**src/bfps_regs.svh**
```systemverilog
// constants, register map and timing figures of the fault-protection sequencer
`ifndef BFPS_REGS_SVH
`define BFPS_REGS_SVH

// register byte offsets
`define BFPS_OFS_CTRL 5'h00
`define BFPS_OFS_STATUS 5'h04
`define BFPS_OFS_IRQ_STAT 5'h08
`define BFPS_OFS_IRQ_MASK 5'h0c

// control fields
`define BFPS_CTRL_EN_BIT 0
`define BFPS_CTRL_RST 8'h01
`define BFPS_MASK_RST 8'h00

// status fields
`define BFPS_ST_STATE_LSB 0
`define BFPS_ST_LEVEL_LSB 4
`define BFPS_ST_SW_BIT 8
`define BFPS_ST_DIS_BIT 9
`define BFPS_ST_HZ_BIT 10
`define BFPS_ST_HVDIS_BIT 11
`define BFPS_ST_PHASE_BIT 12

// interrupt event bits
`define BFPS_EV_VIN_OVP 0
`define BFPS_EV_VOUT_OVP 1
`define BFPS_EV_HICCUP 2
`define BFPS_EV_BROWN 3
`define BFPS_EV_THERM 4
`define BFPS_EV_W 5

// timing
`define BFPS_CLK_KHZ 10000
`define BFPS_T_VIN_OVP_MS 40
`define BFPS_T_UV_DEGLITCH_US 10
`define BFPS_T_HICCUP_MS 4130
`define BFPS_T_BROWN_MS 450
`define BFPS_T_BLANK_US 3500
`define BFPS_T_DISCHARGE_MS 100
`define BFPS_CNT_W 26

`endif

```
**src/bfps_pkg.sv**
```systemverilog
// types shared by the fault-protection sequencer
`default_nettype none
package bfps_pkg;
    typedef enum logic [2:0] {
        BFPS_IDLE = 3'h0,
        BFPS_RUN = 3'h1,
        BFPS_OVP_WAIT = 3'h3,
        BFPS_HICCUP = 3'h2,
        BFPS_BROWN = 3'h6
    } bfps_state_t;

    typedef enum logic [1:0] {
        BFPS_LVL_5V1 = 2'h0,
        BFPS_LVL_9V1 = 2'h1,
        BFPS_LVL_12V1 = 2'h2
    } bfps_level_t;

    // digitised comparator results, all active high
    typedef struct packed {
        logic vin_ovp;
        logic vin_lockout;
        logic vin_below_8v;
        logic vin_above_8v2;
        logic vout_ovp;
        logic vout_uv;
        logic vout_below_3v7;
        logic vout_above_3v9;
        logic over_temp;
        logic hs_peak_limit;
    } bfps_cmp_t;
endpackage
`default_nettype wire

```
**src/bfps_timer.sv**
```systemverilog
// interval counter: counts while run, cleared by restart, frozen by hold
`timescale 1ns/1ps
`default_nettype none
`include "bfps_regs.svh"
module bfps_timer import bfps_pkg::*; (
    // clock and reset
    input wire logic core_clk,
    input wire logic rst,
    // control
    input wire logic run,
    input wire logic restart,
    input wire logic hold,
    input wire logic [`BFPS_CNT_W-1:0] limit,
    // result
    output logic done
);
    logic [`BFPS_CNT_W-1:0] cnt_q;
    logic done_q;

    always_ff @(posedge core_clk or posedge rst) begin
        if (rst) begin
            cnt_q <= '0;
            done_q <= 1'b0;
        end else if (!run || restart) begin
            cnt_q <= '0;
            done_q <= 1'b0;
        end else if (!hold) begin
            if (cnt_q != limit) begin
                cnt_q <= cnt_q + `BFPS_CNT_W'(1);
            end
            done_q <= (cnt_q + `BFPS_CNT_W'(1) >= limit);
        end
    end

    assign done = done_q;
endmodule
`default_nettype wire

```
**src/bfps_level_sel.sv**
```systemverilog
// output level choice from the select pin or the fast-charge decoder
`timescale 1ns/1ps
`default_nettype none
`include "bfps_regs.svh"
module bfps_level_sel import bfps_pkg::*; (
    // clock and reset
    input wire logic core_clk,
    input wire logic rst,
    // requests
    input wire logic pin_high,
    input wire logic pin_low,
    input wire logic fcp_active,
    input wire bfps_level_t fcp_level,
    input wire logic hv_block,
    // result
    output bfps_level_t level_q,
    output logic drop_q
);
    bfps_level_t level_d;

    always_comb begin
        if (hv_block) begin
            level_d = BFPS_LVL_5V1;
        end else if (fcp_active) begin
            level_d = fcp_level;
        end else if (pin_high && !pin_low) begin
            level_d = BFPS_LVL_12V1;
        end else if (pin_low && !pin_high) begin
            level_d = BFPS_LVL_9V1;
        end else begin
            level_d = BFPS_LVL_5V1;
        end
    end

    always_ff @(posedge core_clk or posedge rst) begin
        if (rst) begin
            level_q <= BFPS_LVL_5V1;
            drop_q <= 1'b0;
        end else begin
            level_q <= level_d;
            drop_q <= (level_d < level_q);
        end
    end

    a_level_high: assert property (@(posedge core_clk) disable iff (rst)
        (!hv_block && !fcp_active && pin_high && !pin_low) |=> level_q == BFPS_LVL_12V1)
        else $error("pin high did not select the top level");
endmodule
`default_nettype wire

```
**src/bfps_seq.sv**
```systemverilog
// fault-protection and restart sequencer with its register slave
`timescale 1ns/1ps
`default_nettype none
`include "bfps_regs.svh"
module bfps_seq import bfps_pkg::*; #(
    parameter int OVP_RESUME_CYC = `BFPS_T_VIN_OVP_MS * `BFPS_CLK_KHZ,
    parameter int HICCUP_CYC = `BFPS_T_HICCUP_MS * `BFPS_CLK_KHZ,
    parameter int BROWN_CYC = `BFPS_T_BROWN_MS * `BFPS_CLK_KHZ,
    parameter int BLANK_CYC = (`BFPS_T_BLANK_US * `BFPS_CLK_KHZ + 999) / 1000,
    parameter int DISCHARGE_CYC = `BFPS_T_DISCHARGE_MS * `BFPS_CLK_KHZ
) (
    // clock and reset
    input wire logic core_clk,
    input wire logic rst,
    // comparators and level requests
    input wire bfps_cmp_t cmp,
    input wire logic output_level_select_pin_high,
    input wire logic output_level_select_pin_low,
    input wire logic fast_charge_protocol_mode,
    input wire bfps_level_t fcp_level,
    input wire logic sw_cycle_start,
    // power stage control
    output logic sw_enable_q,
    output logic hs_gate_q,
    output logic discharge_q,
    output bfps_level_t out_level_q,
    output logic hv_disable_q,
    output logic renegotiate_q,
    output logic high_impedance_state_q,
    output logic irq_q,
    // axi4-lite slave
    input wire logic [4:0] s_axi_awaddr,
    input wire logic s_axi_awvalid,
    output logic s_axi_awready,
    input wire logic [31:0] s_axi_wdata,
    input wire logic [3:0] s_axi_wstrb,
    input wire logic s_axi_wvalid,
    output logic s_axi_wready,
    output logic [1:0] s_axi_bresp,
    output logic s_axi_bvalid,
    input wire logic s_axi_bready,
    input wire logic [4:0] s_axi_araddr,
    input wire logic s_axi_arvalid,
    output logic s_axi_arready,
    output logic [31:0] s_axi_rdata,
    output logic [1:0] s_axi_rresp,
    output logic s_axi_rvalid,
    input wire logic s_axi_rready
);
    localparam int UV_CYC = (`BFPS_T_UV_DEGLITCH_US * `BFPS_CLK_KHZ + 999) / 1000;

    bfps_state_t state_q, state_d;
    bfps_cmp_t cmp_q;
    logic phase_on_q, therm_q, dis_win_q;
    logic [7:0] ctrl_q, mask_q;
    logic [`BFPS_EV_W-1:0] stat_q, ev, rd_clr;
    logic m_run, m_restart, m_done, brown_rst, hv_active;
    logic blank_done, uv_done, good_done, dis_done, level_drop;
    logic [`BFPS_CNT_W-1:0] m_limit;
    logic [4:0] aw_addr_q;
    logic [31:0] w_data_q;
    logic [3:0] w_strb_q;
    logic aw_have_q, w_have_q;

    function automatic logic addr_mapped(input logic [4:0] a);
        return a == `BFPS_OFS_CTRL || a == `BFPS_OFS_STATUS ||
            a == `BFPS_OFS_IRQ_STAT || a == `BFPS_OFS_IRQ_MASK;
    endfunction

    // freezing state and timers on over-temperature keeps timer progress intact
    assign hv_active = out_level_q != BFPS_LVL_5V1;

    always_ff @(posedge core_clk or posedge rst) begin
        if (rst) begin
            therm_q <= 1'b0;
            cmp_q <= '0;
        end else begin
            therm_q <= cmp.over_temp;
            cmp_q <= cmp;
        end
    end

    always_comb begin
        state_d = state_q;
        if (!ctrl_q[`BFPS_CTRL_EN_BIT] || cmp.vin_lockout) begin
            state_d = BFPS_IDLE;
        end else begin
            unique case (state_q)
                BFPS_IDLE: state_d = BFPS_RUN;
                BFPS_RUN: begin
                    if (cmp.vin_ovp) begin
                        state_d = BFPS_OVP_WAIT;
                    end else if (uv_done) begin
                        state_d = BFPS_HICCUP;
                    end else if (hv_active && m_done) begin
                        state_d = BFPS_BROWN;
                    end
                end
                BFPS_OVP_WAIT: if (m_done && !cmp.vin_ovp) state_d = BFPS_RUN;
                BFPS_HICCUP: if (m_done) state_d = BFPS_RUN;
                BFPS_BROWN: begin
                    if (cmp.vin_ovp) begin
                        state_d = BFPS_OVP_WAIT;
                    end else if (good_done) begin
                        state_d = BFPS_RUN;
                    end
                end
                default: state_d = BFPS_IDLE;
            endcase
        end
        if (cmp.over_temp) begin
            state_d = state_q;
        end
    end

    always_ff @(posedge core_clk or posedge rst) begin
        if (rst) begin
            state_q <= BFPS_IDLE;
        end else begin
            state_q <= state_d;
        end
    end

    assign brown_rst = state_q == BFPS_BROWN && (phase_on_q ?
        (cmp.vout_above_3v9 && !cmp_q.vout_above_3v9 && cmp.vin_below_8v) :
        (cmp.vout_below_3v7 && !cmp_q.vout_below_3v7));

    always_ff @(posedge core_clk or posedge rst) begin
        if (rst) begin
            phase_on_q <= 1'b0;
        end else if (state_q != BFPS_BROWN || cmp.over_temp) begin
            phase_on_q <= phase_on_q && state_q == BFPS_BROWN;
        end else if (m_done && !brown_rst) begin
            // off again if input still low
            if (!phase_on_q || cmp.vin_below_8v) begin
                phase_on_q <= !phase_on_q;
            end
        end
    end

    always_comb begin
        m_run = 1'b1;
        m_limit = `BFPS_CNT_W'(BROWN_CYC);
        unique case (state_q)
            BFPS_IDLE: m_run = 1'b0;
            BFPS_RUN: m_run = hv_active && cmp.vin_below_8v && !cmp.vin_lockout;
            BFPS_OVP_WAIT: begin
                m_run = !cmp.vin_ovp;
                m_limit = `BFPS_CNT_W'(OVP_RESUME_CYC);
            end
            BFPS_HICCUP: m_limit = `BFPS_CNT_W'(HICCUP_CYC);
            BFPS_BROWN: m_run = 1'b1;
            default: m_run = 1'b0;
        endcase
    end

    assign m_restart = (state_d != state_q) || brown_rst ||
        (state_q == BFPS_BROWN && m_done);

    bfps_timer u_main (.core_clk(core_clk), .rst(rst), .run(m_run),
        .restart(m_restart), .hold(cmp.over_temp), .limit(m_limit), .done(m_done));

    bfps_timer u_blank (.core_clk(core_clk), .rst(rst), .run(state_q == BFPS_RUN),
        .restart(state_d != state_q), .hold(cmp.over_temp),
        .limit(`BFPS_CNT_W'(BLANK_CYC)), .done(blank_done));

    bfps_timer u_uv (.core_clk(core_clk), .rst(rst),
        .run(state_q == BFPS_RUN && blank_done && cmp.vout_uv),
        .restart(1'b0), .hold(cmp.over_temp), .limit(`BFPS_CNT_W'(UV_CYC)), .done(uv_done));

    bfps_timer u_good (.core_clk(core_clk), .rst(rst),
        .run(state_q == BFPS_BROWN && cmp.vin_above_8v2), .restart(1'b0),
        .hold(cmp.over_temp), .limit(`BFPS_CNT_W'(BROWN_CYC)), .done(good_done));

    bfps_timer u_dis (.core_clk(core_clk), .rst(rst), .run(dis_win_q),
        .restart(level_drop), .hold(cmp.over_temp),
        .limit(`BFPS_CNT_W'(DISCHARGE_CYC)), .done(dis_done));

    bfps_level_sel u_level (.core_clk(core_clk), .rst(rst),
        .pin_high(output_level_select_pin_high), .pin_low(output_level_select_pin_low),
        .fcp_active(fast_charge_protocol_mode), .fcp_level(fcp_level),
        .hv_block(hv_disable_q), .level_q(out_level_q), .drop_q(level_drop));

    always_ff @(posedge core_clk or posedge rst) begin
        if (rst) begin
            sw_enable_q <= 1'b0;
            hs_gate_q <= 1'b0;
            hv_disable_q <= 1'b0;
            renegotiate_q <= 1'b0;
            high_impedance_state_q <= 1'b0;
        end else begin
            sw_enable_q <= !cmp.over_temp && !cmp.vout_ovp && !cmp.vin_ovp &&
                (state_d == BFPS_RUN || (state_d == BFPS_BROWN && phase_on_q));
            if (cmp.hs_peak_limit || !sw_enable_q || cmp.over_temp) begin
                hs_gate_q <= 1'b0;
            end else if (sw_cycle_start) begin
                hs_gate_q <= 1'b1;
            end
            if (state_d == BFPS_BROWN) begin
                hv_disable_q <= 1'b1;
            end else if (state_d == BFPS_RUN || state_d == BFPS_IDLE) begin
                hv_disable_q <= 1'b0;
            end
            renegotiate_q <= state_q == BFPS_BROWN && state_d == BFPS_RUN;
            high_impedance_state_q <= cmp.over_temp;
        end
    end

    always_ff @(posedge core_clk or posedge rst) begin
        if (rst) begin
            dis_win_q <= 1'b0;
            discharge_q <= 1'b0;
        end else begin
            if (level_drop) begin
                dis_win_q <= 1'b1;
            end else if (dis_done) begin
                dis_win_q <= 1'b0;
            end
            discharge_q <= !cmp.over_temp && (cmp.vout_ovp || level_drop || dis_win_q);
        end
    end

    // sticky events; a new event beats a read clear
    always_comb begin
        ev = '0;
        ev[`BFPS_EV_VIN_OVP] = state_d == BFPS_OVP_WAIT && state_q != BFPS_OVP_WAIT;
        ev[`BFPS_EV_VOUT_OVP] = cmp.vout_ovp && !cmp_q.vout_ovp;
        ev[`BFPS_EV_HICCUP] = state_d == BFPS_HICCUP && state_q != BFPS_HICCUP;
        ev[`BFPS_EV_BROWN] = state_d == BFPS_BROWN && state_q != BFPS_BROWN;
        ev[`BFPS_EV_THERM] = cmp.over_temp && !therm_q;
    end

    assign rd_clr = {`BFPS_EV_W{s_axi_arvalid && s_axi_arready &&
        s_axi_araddr == `BFPS_OFS_IRQ_STAT}};

    always_ff @(posedge core_clk or posedge rst) begin
        if (rst) begin
            stat_q <= '0;
            irq_q <= 1'b0;
        end else begin
            stat_q <= (stat_q & ~rd_clr) | ev;
            irq_q <= |(((stat_q & ~rd_clr) | ev) & mask_q[`BFPS_EV_W-1:0]);
        end
    end

    // write side: address and data in either order, one write at a time
    always_ff @(posedge core_clk or posedge rst) begin
        if (rst) begin
            s_axi_awready <= 1'b0;
            s_axi_wready <= 1'b0;
            s_axi_bvalid <= 1'b0;
            s_axi_bresp <= 2'h0;
            aw_have_q <= 1'b0;
            w_have_q <= 1'b0;
            aw_addr_q <= '0;
            w_data_q <= '0;
            w_strb_q <= '0;
            ctrl_q <= `BFPS_CTRL_RST;
            mask_q <= `BFPS_MASK_RST;
        end else begin
            s_axi_awready <= !s_axi_awready && s_axi_awvalid && !aw_have_q && !s_axi_bvalid;
            s_axi_wready <= !s_axi_wready && s_axi_wvalid && !w_have_q && !s_axi_bvalid;
            if (s_axi_awvalid && s_axi_awready) begin
                aw_addr_q <= s_axi_awaddr;
                aw_have_q <= 1'b1;
            end
            if (s_axi_wvalid && s_axi_wready) begin
                w_data_q <= s_axi_wdata;
                w_strb_q <= s_axi_wstrb;
                w_have_q <= 1'b1;
            end
            if (aw_have_q && w_have_q && !s_axi_bvalid) begin
                aw_have_q <= 1'b0;
                w_have_q <= 1'b0;
                s_axi_bvalid <= 1'b1;
                s_axi_bresp <= addr_mapped(aw_addr_q) ? 2'h0 : 2'h2;
                if (w_strb_q[0] && aw_addr_q == `BFPS_OFS_CTRL) begin
                    ctrl_q <= w_data_q[7:0];
                end
                if (w_strb_q[0] && aw_addr_q == `BFPS_OFS_IRQ_MASK) begin
                    mask_q <= w_data_q[7:0];
                end
            end else if (s_axi_bvalid && s_axi_bready) begin
                s_axi_bvalid <= 1'b0;
            end
        end
    end

    // read side
    always_ff @(posedge core_clk or posedge rst) begin
        if (rst) begin
            s_axi_arready <= 1'b0;
            s_axi_rvalid <= 1'b0;
            s_axi_rdata <= '0;
            s_axi_rresp <= 2'h0;
        end else begin
            s_axi_arready <= !s_axi_arready && s_axi_arvalid && !s_axi_rvalid;
            if (s_axi_arvalid && s_axi_arready) begin
                s_axi_rvalid <= 1'b1;
                s_axi_rresp <= addr_mapped(s_axi_araddr) ? 2'h0 : 2'h2;
                s_axi_rdata <= '0;
                unique case (s_axi_araddr)
                    `BFPS_OFS_CTRL: s_axi_rdata[7:0] <= ctrl_q;
                    `BFPS_OFS_STATUS: begin
                        s_axi_rdata[`BFPS_ST_STATE_LSB +: 3] <= state_q;
                        s_axi_rdata[`BFPS_ST_LEVEL_LSB +: 2] <= out_level_q;
                        s_axi_rdata[`BFPS_ST_SW_BIT] <= sw_enable_q;
                        s_axi_rdata[`BFPS_ST_DIS_BIT] <= discharge_q;
                        s_axi_rdata[`BFPS_ST_HZ_BIT] <= high_impedance_state_q;
                        s_axi_rdata[`BFPS_ST_HVDIS_BIT] <= hv_disable_q;
                        s_axi_rdata[`BFPS_ST_PHASE_BIT] <= phase_on_q;
                    end
                    `BFPS_OFS_IRQ_STAT: s_axi_rdata[`BFPS_EV_W-1:0] <= stat_q;
                    `BFPS_OFS_IRQ_MASK: s_axi_rdata[7:0] <= mask_q;
                    default: s_axi_rdata <= '0;
                endcase
            end else if (s_axi_rvalid && s_axi_rready) begin
                s_axi_rvalid <= 1'b0;
            end
        end
    end

    a_vin_ovp_stop: assert property (@(posedge core_clk) disable iff (rst)
        cmp.vin_ovp |=> !sw_enable_q) else $error("switching on during input over-voltage");
    a_ovp_resume_wait: assert property (@(posedge core_clk) disable iff (rst)
        (state_q == BFPS_OVP_WAIT && cmp.vin_ovp) |=> state_q != BFPS_RUN)
        else $error("resumed while input over-voltage still present");
    a_vout_ovp_disch: assert property (@(posedge core_clk) disable iff (rst)
        (cmp.vout_ovp && !cmp.over_temp) |=> discharge_q && !sw_enable_q)
        else $error("output over-voltage without discharge or with switching");
    a_drop_disch: assert property (@(posedge core_clk) disable iff (rst)
        (level_drop && !cmp.over_temp) |=> discharge_q) else $error("level drop not discharged");
    a_uv_hiccup: assert property (@(posedge core_clk) disable iff (rst)
        (uv_done && state_q == BFPS_RUN && !cmp.vin_ovp && !cmp.over_temp &&
        ctrl_q[`BFPS_CTRL_EN_BIT] && !cmp.vin_lockout) |=> state_q == BFPS_HICCUP ##1 !sw_enable_q)
        else $error("deglitched under-voltage did not start hiccup");
    a_hiccup_off: assert property (@(posedge core_clk) disable iff (rst)
        (state_q == BFPS_HICCUP && $past(state_q) == BFPS_HICCUP) |-> !sw_enable_q)
        else $error("switching during hiccup wait");
    a_brown_hv_off: assert property (@(posedge core_clk) disable iff (rst)
        $rose(state_q == BFPS_BROWN) |-> hv_disable_q ##2 out_level_q == BFPS_LVL_5V1)
        else $error("brownout left high-voltage mode on");
    a_therm_freeze: assert property (@(posedge core_clk) disable iff (rst)
        (cmp.over_temp && $past(cmp.over_temp)) |=> $stable(state_q) && high_impedance_state_q
        && !sw_enable_q) else $error("over-temperature state not frozen off");
    a_peak_cut: assert property (@(posedge core_clk) disable iff (rst)
        cmp.hs_peak_limit |=> !hs_gate_q) else $error("high side on past peak limit");
    a_blank_uv: assert property (@(posedge core_clk) disable iff (rst)
        (state_q == BFPS_RUN && !blank_done) |-> !uv_done) else $error("under-voltage not blanked");
    c_hiccup: cover property (@(posedge core_clk) disable iff (rst) ev[`BFPS_EV_HICCUP]);
    c_brown_exit: cover property (@(posedge core_clk) disable iff (rst) renegotiate_q);
    c_ovp_resume: cover property (@(posedge core_clk) disable iff (rst)
        state_q == BFPS_OVP_WAIT ##1 state_q == BFPS_RUN);
    c_level_drop: cover property (@(posedge core_clk) disable iff (rst) level_drop);
endmodule
`default_nettype wire

```
**config.mk**
```make
export PLATFORM = sky130hd
export DESIGN_NAME = bfps_seq
export DESIGN_NICKNAME = d
export VERILOG_FILES = /design/src/bfps_pkg.sv /design/src/bfps_timer.sv /design/src/bfps_level_sel.sv /design/src/bfps_seq.sv
export VERILOG_INCLUDE_DIRS = /design/src
export SDC_FILE = /design/constraint.sdc
export NUM_CORES = 1
export LEC_CHECK = 0
export BUFFER_PORTS_ARGS = -buffer_cell sky130_fd_sc_hd__buf_2
export CAP_MARGIN = 20
export CELL_PAD_IN_SITES_DETAIL_PLACEMENT = 1
export CELL_PAD_IN_SITES_GLOBAL_PLACEMENT = 2
export CORE_ASPECT_RATIO = 0.9
export CORE_MARGIN = 4
export CORE_UTILIZATION = 39
export CTS_CLUSTER_SIZE = 12
export DETAILED_ROUTE_END_ITERATION = 8
export GPL_TIMING_DRIVEN = 0
export PLACE_DENSITY_LB_ADDON = 0.1
export REMOVE_ABC_BUFFERS = 1
export SETUP_SLACK_MARGIN = 0.4
export SLEW_MARGIN = 10
export SYNTH_ARGS = -nofsm -noshare
export SYNTH_HDL_FRONTEND = slang
export SYNTH_HIERARCHICAL = 1
export SYNTH_SLANG_ARGS = --single-unit
```
**constraint.sdc**
```tcl
create_clock -name core_clk -period 4 [get_ports core_clk]
set_input_delay 0.2 -clock core_clk [delete_from_list [all_inputs] [get_ports core_clk]]
set_output_delay 0.2 -clock core_clk [all_outputs]
set_load 0.02 [all_outputs]
```
==> flow_summary.toml <==
[synth]
synth_flop_cell = "dfrtp_1"
synth_cell_types = 92
synth_area_um2 = 18600
ys_seq_area_share_pct = 28.3
synth_top_area_cell = "dfrtp_1"
yosys-top-cells-area = "dfrtp_1 (28%), ha_1 (9.2%), xor2_1 (6.9%), xnor2_1 (4.4%), inv_1 (4.0%)"
yosys_warnings = 6
synth-seq-cells = 210
yosysTopAreaCellShare_pct = 28.2
synth_edf_count = 0
avgSynthCellArea_um2 = 8.86
synthArstFlopShare_pct = 100
netlist_instances = 2097

[sta]
hold_ws_ns = 0.0480
setup-violations-final = 0
hold_viol_final = 0
min_period_ns = 3.46
rsz0062_at_grt = "yes"
fmax_mhz = 289
max_slew_margin_pct = 30.7
tightest_slew_ns = 1.04
finClkSkew_ns = 0.0129
final_max_slew_viol_count = 0
post-route-period-util_pct = 86.4

[placement]
portBuffers = 70
gp_congestion = 0.856
dp_cells = 2890
dp_hpwl_um = 43000
placed_cell_area_um2 = 20100

[critical_path]
cp_num_cells = 8
slowest_delay_ns = 0.57
critPathTopFamily = "simple AND/OR/NAND/NOR gates"
critical_path_class = "flop to flop"
crit_required_ns = 4.44
timing.critical_path.from_type = "flop"
reg2regPathDepth = 8
worstPathMaxFanout = 24
cp.buffers_inverters = 1
slowest_stage = "nand3_1"
worstPathArrival_ns = 3.89
timing.critical_path.cells = "buf_4 -> and2b_1 -> and3_1 -> nand2b_2 -> nor3_1 -> and4_1 -> nand3_1 -> a32o_1"
end_kind = "flop"

[clock_tree]
insertion_delay_ns = 0.56
clockBufferDepth = 3
cts_sinks = 210
clock-root-buffer = "clkbuf_16"
cts_tree = "yes"
htreeDepth = 1
cts_buffers = 27
path_clk_slew_ns = 0.06

[pwr]
p_sw_w = 0.00183
irDropWorstVdd_mv = 0.270
power_density_nw_per_um2 = 273
combPwrFrac_pct = 17.6
sw_frac_of_total_pct = 30.7
p_int_w = 0.00411
clkPwrFrac_pct = 40.3
p_seq_share_pct = 42.2
power_leakage_nw = 10.0
power_w = 0.00594

[grt]
grt_start_max_net_pins = 55
grt_first_pass_wirelength_um = 95900
antenna_found_initial = 2
grt_pass1_vias = 17322
grt_usage_pct = 22.6
gr-total-overflow = 0

[detailed_routing]
routedWlPerCell_um = 19.7
drc = 0
antenna_left = 0
drtIter0Drc = 1039
dr.pass1.iters = 6
dr_total_vias = 16623
routed_wl_um = 58900
viasPerCell = 5.54

[cells_and_area]
nFillCells = 5558
num_antenna_cells = 0
syn_to_final_growth_pct = 17.1
final_cell_area_um2 = 21700
drive_gt1_share_pct = 13.7
finalNonFillerCells = 2999
fin_nets = 2570
finish.utilization_pct = 46.4

[die]
die-area_um2 = 51200
die_h_um = 215
core_um2 = 46800
io_pins = 119
die_w_um = 238
initial_utilization_pct = 39.7
rows = 75

[worst_hold_path]
hold_class = "input port to flop"
worstHoldPathCells = 4

[status]
status = "complete, no violations"

[job]
cap_violations = 0
per-stage QoR:
| stage | TNS (ns) | setup WS [ns] |
|---|---|---|
| global route | 0 | 0.344 |
| floorplan | 0 | 0.631 |
| finish | 0 | 0.543 |
| detailed placement | -40.00 | -0.933 |
| CTS | 0 | 0.407 |
| global placement | -107.18 | -2.24 |
cell usage after synthesis (all sizes together) (19+ instances only):
cell type and count:
a41oi 32, o22ai 24, mux2 34, nor3 42, xor2 146, nand2 125
dfrtp 209, clkbuf 78, nand4 58, nor4 72, o2bb2ai 19, inv 198
xnor2 94, nor2 97, nand3 67, o31ai 28, a21oi 70, nand2b 23
and4 34, a22o 25, a32o 38, buf 80, ha 136, or4 24
o21ai 86
power groups by stage:
stage / sequential, W / clock (W) / combinational, W
after floorplan: 0.00250 / 0 / 0.000634
after global placement: 0.00252 / 0 / 0.000907
after detailed placement: 0.00254 / 0 / 0.000966
after CTS: 0.00250 / 0.00247 / 0.00103
after global routing: 0.00253 / 0.00255 / 0.00117
final: 0.00251 / 0.00239 / 0.00104
cells in the final DEF, fill, tap and decap left out, drive strengths merged, types with 10 or more instances in the layout:
master,netlist,layout
a311oi,13,13
a31oi,10,10
dfrtp,209,209
mux2,34,34
a211oi,17,17
a21o,12,12
o22ai,24,24
nand4,58,58
nor4,72,72
nor4b,12,12
a21oi,70,70
a22o,25,25
o2bb2ai,19,19
dlygate4sd3,0,25
ha,136,136
nor2,97,97
nor3,42,42
nand2,125,125
clkbuf,78,38
xnor2,94,94
or2,14,14
nand3,67,67
or4,24,24
buf,80,115
conb,2,256
a32o,38,38
o31ai,28,28
nor2b,10,10
o21ai,86,87
inv,198,199
and2,17,17
and3,17,17
a41oi,32,32
and4,34,34
o21a,12,12
nand2b,23,25
xor2,146,146
area by class of cell:
cell class / count / area (um2) / area share (%)
multi-input combinational: 1788 / 13000 / 59.9
clock inverter: 9 / 48.8 / 0.224
sequential: 210 / 5280 / 24.3
clock buffer: 38 / 797 / 3.66
inverter: 198 / 746 / 3.43
timing repair buffer: 140 / 1070 / 4.93
tap: 616 / 771 / 3.54
path summary, 6_finish.rpt:
| path | endpoint | slack, ns | from |
|---|---|---|---|
| worst min-delay path | phase_on_q | 0.05 | cmp[7] |
| worst max-delay path | u_good/cnt_q[8] | 0.54 | state_q[1] |
| max in group asynchronous | u_main/cnt_q[22] | 2.98 | rst |
| min in group asynchronous | u_level/level_q[0] | 0.19 | rst |
| worst min register to register | s_axi_arready | 0.47 | s_axi_rvalid |
| worst max register to register | u_good/cnt_q[8] | 0.54 | state_q[1] |
worst min-delay path, delay by kind of cell:
kind	cells	cell delay, ns
mux	1	0.07
simple gates	2	0.16
buf+inv	1	0.12
flip-flops by register name, indices dropped and copies added, names as in the netlist, 2 cells and up:
register	count
u_main/cnt_q	26
aw_addr_q	5
u_uv/cnt_q	26
cmp_q	3
u_good/cnt_q	26
ctrl_q	8
mask_q	8
u_blank/cnt_q	26
u_level/level_q	2
state_q	3
stat_q	5
w_data_q	8
s_axi_rdata	13
u_dis/cnt_q	26
kinds of logic after synthesis:
| logic type | Yosys count | synth area share [%] |
|---|---|---|
| other cells | 2 | 0.0404 |
| fa+ha+maj | 136 | 9.16 |
| simple gates | 636 | 21.4 |
| buf+inv | 356 | 8.26 |
| compound gates | 478 | 19.2 |
| xor+xnor | 240 | 11.3 |
| flops | 210 | 28.3 |
| mux | 39 | 2.33 |
what timing repair did:
action                                  CTS  global route
hold endpoints to repair                110             0
resized for setup                        37            34
cloned                                    2             1
endpoints found under the setup margin  100            89
setup buffers                            18            16
pin swaps                                 6             6
hold buffers                             25             0
per-layer routing:
metal / global-route usage, % / up-vias / share of wire, %
met1: 33.3 / 8320 / 49
met2: 36.1 / 278 / 45
met3: 2.37 / 60 / 3.5
li1: - / 7961 / -
met4: 4.43 / 4 / 1.9
met5: 0 / - / 0.042
Power figures use the tool's default switching activity.
